**src/bts_consts.vh**
```
// Constants for the brown-out and thermal sensor control block
`ifndef BTS_CONSTS_VH
`define BTS_CONSTS_VH
// Register byte offsets
`define BTS_OFF_BROWNOUT 8'h18
`define BTS_OFF_THERMAL 8'h1C
`define BTS_OFF_IRQ_STAT 8'h40
`define BTS_OFF_IRQ_MASK 8'h44
// Brown-out control field positions
`define BTS_BIT_DETECT_ON 0
`define BTS_BIT_THR_LO 1
`define BTS_BIT_THR_HI 2
`define BTS_BIT_ACTION 3
`define BTS_BIT_STATUS 6
// User configuration word field positions
`define BTS_CFG_ACTION 20
`define BTS_CFG_THR_LO 21
`define BTS_CFG_THR_HI 22
`define BTS_CFG_DETECT 23
// Thermal control field position and reset value
`define BTS_BIT_THERMAL_ON 0
`define BTS_THERMAL_RESET 1'b0
// Brown-out field values held until the strap copy
`define BTS_DETECT_RESET 1'b0
`define BTS_ACTION_RESET 1'b0
// Interrupt status bits
`define BTS_IRQ_BELOW 0
`define BTS_IRQ_CROSS 1
`define BTS_IRQ_WIDTH 2
// Threshold codes
`define BTS_THR_2V2 2'h0
`define BTS_THR_2V7 2'h1
`define BTS_THR_3V7 2'h2
`define BTS_THR_4V4 2'h3
`endif

```
**src/bts_ctrl.v**
```verilog
// Brown-out detector and thermal sensor control register bank
`timescale 1ns/10ps
`default_nettype none
`include "bts_consts.vh"
module bts_ctrl
(
   // Clock and reset
   input wire clk,
   input wire rst_n,
   // Wishbone slave
   input wire wb_cyc_i,
   input wire wb_stb_i,
   input wire wb_we_i,
   input wire [7:0] wb_adr_i,
   input wire [3:0] wb_sel_i,
   input wire [31:0] wb_dat_i,
   output reg [31:0] wb_dat_o,
   output reg wb_ack_o,
   // Configuration and write lock
   input wire [31:0] user_config_word0,
   input wire write_unlocked,
   // Analog detector and sensor
   input wire comparator_below,
   output reg [1:0] comparator_level_sel,
   output reg detector_enable,
   output reg thermal_to_adc,
   output reg brownout_reset_req,
   output reg irq
);

   // ************************************
   // Registers
   // ************************************
   // Software-visible fields and their next values
   reg detect_on_r;
   reg detect_on_nxt;
   reg [1:0] threshold_sel_r;
   reg [1:0] threshold_sel_nxt;
   reg action_sel_r;
   reg action_sel_nxt;
   reg thermal_on_r;
   reg thermal_on_nxt;
   reg [`BTS_IRQ_WIDTH-1:0] irq_mask_r;
   reg [`BTS_IRQ_WIDTH-1:0] irq_mask_nxt;
   // Detector status, kept one cycle so that both crossings can be seen
   reg status_r;
   // Sticky event flags
   reg [`BTS_IRQ_WIDTH-1:0] irq_stat_r;
   // High from reset until the strap word has been copied
   reg load_pending_r;
   // Read multiplexer output
   reg [31:0] rd_nxt;

   // ************************************
   // Decoding helpers
   // ************************************
   // Full byte-address compare, so no register shows up at an alias
   function sel_hit;
      input [7:0] adr;
      input [7:0] off;
      begin
         sel_hit = (adr == off);
      end
   endfunction

   // Write strobe for one offset
   function wr_hit;
      input wr_en;
      input [7:0] adr;
      input [7:0] off;
      begin
         wr_hit = wr_en & sel_hit(adr, off);
      end
   endfunction

   // Packs the brown-out control word for a read
   function [31:0] brownout_word;
      input detect_on;
      input [1:0] threshold_sel;
      input action_sel;
      input status;
      begin
         brownout_word = 32'h0000_0000;
         brownout_word[`BTS_BIT_DETECT_ON] = detect_on;
         brownout_word[`BTS_BIT_THR_HI:`BTS_BIT_THR_LO] = threshold_sel;
         brownout_word[`BTS_BIT_ACTION] = action_sel;
         brownout_word[`BTS_BIT_STATUS] = status;
      end
   endfunction

   // Packs the thermal word; bits above the enable are reserved
   function [31:0] thermal_word;
      input thermal_on;
      begin
         thermal_word = 32'h0000_0000;
         thermal_word[`BTS_BIT_THERMAL_ON] = thermal_on;
      end
   endfunction

   // ************************************
   // Bus decode
   // ************************************
   // A request is taken only while ack is low, so one strobe makes one access
   wire req = wb_cyc_i & wb_stb_i & ~wb_ack_o;
   // Every field sits in byte lane 0; a write without that lane is dropped
   wire wr = req & wb_we_i & wb_sel_i[0];
   // A locked write is still acknowledged, it just changes nothing
   wire wr_bo = wr_hit(wr, wb_adr_i, `BTS_OFF_BROWNOUT) & write_unlocked;
   wire wr_thermal = wr_hit(wr, wb_adr_i, `BTS_OFF_THERMAL);
   // Flag clears and mask writes are not protected
   wire wr_stat = wr_hit(wr, wb_adr_i, `BTS_OFF_IRQ_STAT);
   wire wr_mask = wr_hit(wr, wb_adr_i, `BTS_OFF_IRQ_MASK);

   // ************************************
   // Detector status and events
   // ************************************
   // Forced low while the detector is off, whatever the comparator shows
   wire status_nxt = detect_on_r & comparator_below;
   wire [`BTS_IRQ_WIDTH-1:0] irq_event;
   wire [`BTS_IRQ_WIDTH-1:0] irq_stat_nxt;
   wire [`BTS_IRQ_WIDTH-1:0] irq_pending;
   // Supply has just fallen below the selected level
   assign irq_event[`BTS_IRQ_BELOW] = status_nxt & ~status_r;
   // Either crossing; switching the detector off while low counts as one too
   assign irq_event[`BTS_IRQ_CROSS] = status_nxt ^ status_r;

   // Set wins over a same-cycle clear, so an event is never lost
   genvar i;
   generate
      for (i = 0; i < `BTS_IRQ_WIDTH; i = i + 1)
      begin : g_irq_bit
         assign irq_stat_nxt[i] = irq_event[i] | (irq_stat_r[i] & ~(wr_stat & wb_dat_i[i]));
         assign irq_pending[i] = irq_stat_nxt[i] & irq_mask_r[i];
      end
   endgenerate

   // ************************************
   // Control field next state
   // ************************************
   // The strap copy outranks a write that lands in the same cycle
   always @*
   begin
      detect_on_nxt = detect_on_r;
      threshold_sel_nxt = threshold_sel_r;
      action_sel_nxt = action_sel_r;
      if (load_pending_r)
      begin
         action_sel_nxt = user_config_word0[`BTS_CFG_ACTION];
         threshold_sel_nxt = user_config_word0[`BTS_CFG_THR_HI:`BTS_CFG_THR_LO];
         detect_on_nxt = user_config_word0[`BTS_CFG_DETECT];
      end
      else if (wr_bo)
      begin
         action_sel_nxt = wb_dat_i[`BTS_BIT_ACTION];
         threshold_sel_nxt = wb_dat_i[`BTS_BIT_THR_HI:`BTS_BIT_THR_LO];
         detect_on_nxt = wb_dat_i[`BTS_BIT_DETECT_ON];
      end
   end

   // The sensor enable is not write protected
   always @*
   begin
      thermal_on_nxt = thermal_on_r;
      if (wr_thermal)
      begin
         thermal_on_nxt = wb_dat_i[`BTS_BIT_THERMAL_ON];
      end
   end

   // Mask bits only gate the output; flags still set while masked
   always @*
   begin
      irq_mask_nxt = irq_mask_r;
      if (wr_mask)
      begin
         irq_mask_nxt = wb_dat_i[`BTS_IRQ_WIDTH-1:0];
      end
   end

   // ************************************
   // Control field registers
   // ************************************
   // Reset loads constants only; the strap word may not be valid while reset is low
   always @(posedge clk or negedge rst_n)
   begin
      if (!rst_n)
      begin
         load_pending_r <= 1'b1;
         detect_on_r <= `BTS_DETECT_RESET;
         threshold_sel_r <= `BTS_THR_2V2;
         action_sel_r <= `BTS_ACTION_RESET;
         thermal_on_r <= `BTS_THERMAL_RESET;
         irq_mask_r <= {`BTS_IRQ_WIDTH{1'b0}};
      end
      else
      begin
         load_pending_r <= 1'b0;
         detect_on_r <= detect_on_nxt;
         threshold_sel_r <= threshold_sel_nxt;
         action_sel_r <= action_sel_nxt;
         thermal_on_r <= thermal_on_nxt;
         irq_mask_r <= irq_mask_nxt;
      end
   end

   // ************************************
   // Status and event flag registers
   // ************************************
   // The status lags the comparator by one cycle
   always @(posedge clk or negedge rst_n)
   begin
      if (!rst_n)
      begin
         status_r <= 1'b0;
         irq_stat_r <= {`BTS_IRQ_WIDTH{1'b0}};
      end
      else
      begin
         status_r <= status_nxt;
         irq_stat_r <= irq_stat_nxt;
      end
   end

   // ************************************
   // Read multiplexer
   // ************************************
   // Reserved bits and unmapped offsets read as zero
   always @*
   begin
      rd_nxt = 32'h0000_0000;
      case (wb_adr_i)
         `BTS_OFF_BROWNOUT:
         begin
            rd_nxt = brownout_word(detect_on_r, threshold_sel_r, action_sel_r, status_r);
         end
         `BTS_OFF_THERMAL:
         begin
            rd_nxt = thermal_word(thermal_on_r);
         end
         `BTS_OFF_IRQ_STAT:
         begin
            rd_nxt[`BTS_IRQ_WIDTH-1:0] = irq_stat_r;
         end
         `BTS_OFF_IRQ_MASK:
         begin
            rd_nxt[`BTS_IRQ_WIDTH-1:0] = irq_mask_r;
         end
         default:
         begin
            rd_nxt = 32'h0000_0000;
         end
      endcase
   end

   // ************************************
   // Bus answer
   // ************************************
   // One wait state; unmapped offsets still ack so a stray access cannot hang the bus
   always @(posedge clk or negedge rst_n)
   begin
      if (!rst_n)
      begin
         wb_ack_o <= 1'b0;
         wb_dat_o <= 32'h0000_0000;
      end
      else
      begin
         wb_ack_o <= req;
         // Data is zero outside the ack cycle
         wb_dat_o <= req ? rd_nxt : 32'h0000_0000;
      end
   end

   // ************************************
   // Analog side and interrupt outputs
   // ************************************
   // All outputs are registered; each lags its field by one cycle, except irq, which is built from the next flag value and changes with its flag
   always @(posedge clk or negedge rst_n)
   begin
      if (!rst_n)
      begin
         comparator_level_sel <= `BTS_THR_2V2;
         detector_enable <= 1'b0;
         thermal_to_adc <= 1'b0;
         brownout_reset_req <= 1'b0;
         irq <= 1'b0;
      end
      else
      begin
         // The comparator and sensor see the fields only after the strap copy
         comparator_level_sel <= threshold_sel_r;
         detector_enable <= detect_on_r;
         thermal_to_adc <= thermal_on_r;
         // Follows the comparator directly, not the registered status, to save a cycle
         brownout_reset_req <= detect_on_r & action_sel_r & comparator_below;
         // Level output: stays high until software clears the flag or masks it
         irq <= |irq_pending;
      end
   end

endmodule
`default_nettype wire

```
**config.mk**
```make
export PLATFORM = sky130hd
export DESIGN_NAME = bts_ctrl
export DESIGN_NICKNAME = d
export VERILOG_FILES = /design/src/bts_ctrl.v
export VERILOG_INCLUDE_DIRS = /design/src
export SDC_FILE = /design/constraint.sdc
export NUM_CORES = 1
export LEC_CHECK = 0
export BUFFER_PORTS_ARGS = -buffer_cell sky130_fd_sc_hd__buf_2
export CORE_UTILIZATION = 37
export DETAILED_ROUTE_END_ITERATION = 16
export GPL_TIMING_DRIVEN = 1
export PLACE_DENSITY_LB_ADDON = 0.12
export RECOVER_POWER = 100
export SYNTH_ARGS = -nofsm -noshare
export SYNTH_HDL_FRONTEND = slang
export SYNTH_SLANG_ARGS = --single-unit
```
**constraint.sdc**
```tcl
create_clock -name clk -period 3.7 [get_ports clk]
set_clock_uncertainty 0.1 [all_clocks]
set_input_delay 0.37 -clock clk [delete_from_list [all_inputs] [get_ports clk]]
set_output_delay 0.37 -clock clk [all_outputs]
set_load 0.05 [all_outputs]
```
==> Flow_metrics.wiki <==
{| class="wikitable"
! Metric !! Value
|-
| Highest clock rate || 0.450 GHz
|-
| PnR worst setup slack || 1480 ps
|-
| Number of sinks handled by clock tree synthesis || 23
|-
| Final nets || 233
|-
| Setup repair after global routing missed its margin || no
|-
| Count of TritonRoute iterations in the first routing pass || 4
|-
| Gate count after technology mapping || 110
|-
| Required arrival time at the worst endpoint || 3810 ps
|-
| Netlist Area Pre-Place || 1170 um^2
|-
| Class of the worst hold path || in2reg
|-
| Source of the worst hold timing path || user_config_word0[21]
|-
| Syn avg cell area || 10.6 um^2
|-
| Power density cells || 387 nW/um^2
|-
| Tot GR Track Use || 13.7%
|-
| Highest cell delay on the worst timing path || 860 ps
|-
| Cell chosen for the clock root || sky130_fd_sc_hd__clkbuf_4
|-
| FF+latch count, synth || 23
|-
| Initial antenna violation count || 0
|-
| Cell breakdown of the critical path || buf_2, or4_1, nor4_1, mux2i_1, o21ai_0
|-
| Total of buffers placed on input and output ports || 35
|-
| DR vias || 827
|-
| Avg WL per Cell || 10.6 um
|-
| Final Hold Violating Endpoints || 0
|-
| Vias per inst || 4.31
|-
| Pin count of the biggest net entering global routing || 24
|-
| Post-CTS Repair Setup Buffers || 0
|-
| Measured slew at the worst slew-check pin || 1200 ps
|-
| Post-layout min period || 2220 ps
|-
| Maximum net fanout on the critical path || 6
|-
| Die outline area || 3380 um^2
|-
| Detail Route Antenna Nets || 0
|-
| Setup slack at placement || 1560 ps
|-
| Cell type of the slowest stage on the worst timing path || sky130_fd_sc_hd__nor4_1
|-
| TritonCTS clock tree || built
|-
| Area growth from synthesis to final layout || 11.1%
|-
| Post-Route WL || 2030 um
|-
| I/O pin total || 122
|-
| Fraction of final layout cells sized beyond drive strength 1 || 21.6%
|-
| # rows || 20
|-
| Final total power || 501 uW
|-
| Max-slew violation total from the final report || 0
|-
| Worst supply voltage drop on vdd || 112 uV
|-
| Wire length of the first global-routing pass || 3390 um
|-
| Die outline height || 58.1 um
|-
| Netlist cell types || 28
|-
| Setup violations, final || 0
|-
| Origin of the critical flop-to-flop path || wb_ack_o$_DFF_PN0_
|-
| Number of design rule violations left after detail routing || 0
|-
| Leakage component of the power || 0.634 nW
|-
| Post-route setup TNS || 0 ps
|-
| Latest clock arrival within the worst-skew pair || 320 ps
|-
| Violation count after the first detailed-routing iteration || 19
|-
| Detailed placement HPWL || 1610 um
|-
| Number of buffer and inverter instances along the worst setup path || 1
|-
| Slew HR || 20.0%
|-
| Number of max-cap violations || 0
|-
| WHS || 153 ps
|-
| Number of buffers between clock root and the deepest sink || 2
|-
| Cell family with most CP delay || simple AND/OR/NAND/NOR gates
|-
| Antenna Cells || 0
|-
| Outcome || completed
|-
| Crit path launch type || input pin
|-
| Final GP Congestion || 0.840
|-
| Critical Path Start || wb_adr_i[5]
|-
| Final worst path period share || 60.1%
|-
| Via count of the first global-routing pass || 742
|-
| Overflow left after global routing || 0
|-
| Register area share after synthesis || 49.5%
|-
| Setup CP Type || in2reg
|-
| Post-Place Cell Area || 1290 um^2
|-
| Clock H-tree levels || 1
|-
| Final cell area excluding filler cells || 1290 um^2
|-
| Initial Util || 38.5%
|-
| Total clock buffers created by CTS || 3
|-
| YS warnings || 0
|-
| PostCTS Resize Cnt || 0
|-
| Core area || 3030 um^2
|-
| Capturing element type of the critical path || flop
|-
| DIE WIDTH || 58.1 um
|-
| Data arrival at the endpoint of the critical path || 2340 ps
|-
| Clock-pin slew of the registers on the worst-case setup and hold paths || 130 ps
|}
==> state kept, by name, summed over array words and instances, names as in the netlist <==
signal / cells
wb_dat_o: 5
comparator_level_sel: 2
irq_mask_r: 2
irq_stat_r: 2
threshold_sel_r: 2
action_sel_r: 1
brownout_reset_req: 1
detect_on_r: 1
detector_enable: 1
irq: 1
load_pending_r: 1
status_r: 1
thermal_on_r: 1
thermal_to_adc: 1
wb_ack_o: 1
==> timing repair <==
item | in CTS | in global routing
endpoints found under the hold margin | 22 | 0
hold buffers | 1 | 0
setup endpoints to repair | 0 | 0
==> layout by cell type, fill, tap and decap left out, types with 4 or more instances in the layout <==
master	count
sky130_fd_sc_hd__buf_2	22
sky130_fd_sc_hd__conb_1	28
sky130_fd_sc_hd__nand2_1	9
sky130_fd_sc_hd__and3_1	4
sky130_fd_sc_hd__nor4_1	5
sky130_fd_sc_hd__o21ai_0	5
sky130_fd_sc_hd__dfrtp_1	22
sky130_fd_sc_hd__clkbuf_1	13
sky130_fd_sc_hd__mux2i_1	5
sky130_fd_sc_hd__nor2_1	6
sky130_fd_sc_hd__mux2_2	4
==> worst paths after layout <==
path,endpoint,slack (ps),cells after the start
worst max-delay path,action_sel_r$_DFFE_PN0P_,1480,5
worst min-delay path,threshold_sel_r[0]$_DFFE_PN0P_,150,3
worst max register to register,action_sel_r$_DFFE_PN0P_,1550,4
worst min register to register,comparator_level_sel[1]$_DFF_PN0_,330,0
max in group asynchronous,irq_mask_r[1]$_DFFE_PN0P_,2090,2
min in group asynchronous,wb_dat_o[3]$_DFF_PN0_,700,2
==> area by class of cell <==
cell class | instances | area (um^2)
repair buffers | 36 | 169
flip-flops and latches | 23 | 577
fillers | 315 | 1730
clock inverters | 1 | 7.51
inverters | 3 | 11.3
clock buffers | 3 | 22.5
multi-input cells | 82 | 453
well taps | 44 | 55.1
==> where the power goes <==
group / switching, mW / total [mW] / internal, mW
combinational: 0.0971 / 0.116 / 0.0189
sequential: 0.00613 / 0.267 / 0.261
clock: 0.0767 / 0.118 / 0.0413
==> layer usage <==
layer / wire [um] / global-route usage [%] / up-vias
met5: 0 / 0 / -
li1: - / - / 398
met4: 43 / 8.16 / 0
met2: 963 / 22.0 / 48
met3: 168 / 3.57 / 4
met1: 850 / 16.5 / 377
==> synthesized netlist by cell type <==
library cell | n | share of area (%)
sky130_fd_sc_hd__a21oi_1 | 2 | 0.86
sky130_fd_sc_hd__a22o_1 | 1 | 0.75
sky130_fd_sc_hd__a22oi_1 | 1 | 0.64
sky130_fd_sc_hd__and2_1 | 1 | 0.54
sky130_fd_sc_hd__and3_1 | 4 | 2.1
sky130_fd_sc_hd__buf_2 | 1 | 0.43
sky130_fd_sc_hd__buf_4 | 27 | 17
sky130_fd_sc_hd__clkbuf_1 | 1 | 0.32
sky130_fd_sc_hd__conb_1 | 1 | 0.32
sky130_fd_sc_hd__dfrtp_1 | 22 | 47
sky130_fd_sc_hd__dfstp_2 | 1 | 2.3
sky130_fd_sc_hd__ha_1 | 1 | 1.1
sky130_fd_sc_hd__inv_1 | 3 | 0.97
sky130_fd_sc_hd__mux2_2 | 4 | 3.9
sky130_fd_sc_hd__mux2i_1 | 5 | 4.3
sky130_fd_sc_hd__nand2_1 | 9 | 2.9
sky130_fd_sc_hd__nand3_1 | 1 | 0.43
sky130_fd_sc_hd__nand3b_1 | 2 | 1.3
sky130_fd_sc_hd__nand4b_1 | 2 | 1.5
sky130_fd_sc_hd__nor2_1 | 6 | 1.9
sky130_fd_sc_hd__nor3_1 | 1 | 0.43
sky130_fd_sc_hd__nor4_1 | 4 | 2.1
sky130_fd_sc_hd__nor4_4 | 1 | 1.8
sky130_fd_sc_hd__o21ai_0 | 2 | 0.86
sky130_fd_sc_hd__o21ai_1 | 4 | 1.7
sky130_fd_sc_hd__or3_1 | 1 | 0.54
sky130_fd_sc_hd__or3b_2 | 1 | 0.75
sky130_fd_sc_hd__or4_1 | 1 | 0.64
==> cells by family (layout without fill, tap and decap cells) <==
family / Yosys count / after routing / synth area share [%]
compound gates: 10 / 10 / 4.83
fa+ha+maj: 1 / 1 / 1.07
buf+inv: 32 / 43 / 19.1
flops: 23 / 23 / 49.5
mux: 9 / 9 / 8.15
other cells: 1 / 28 / 0.322
simple gates: 34 / 34 / 17.1
==> worst register-to-register path: stages, from the launching register on <==
cell and delay (ps):
sky130_fd_sc_hd__dfrtp_1 400, sky130_fd_sc_hd__nand3b_1 280, sky130_fd_sc_hd__nor4_1 920, sky130_fd_sc_hd__mux2i_1 270
sky130_fd_sc_hd__o21ai_0 90
==> metrics by stage <==
step                cells  util [%]
floorplan             137         -
global placement      187      42.5
detailed placement    187      42.5
CTS                   192      43.8
global route          192      42.8
finish                192      42.8
(Power assumes the default switching activity.)
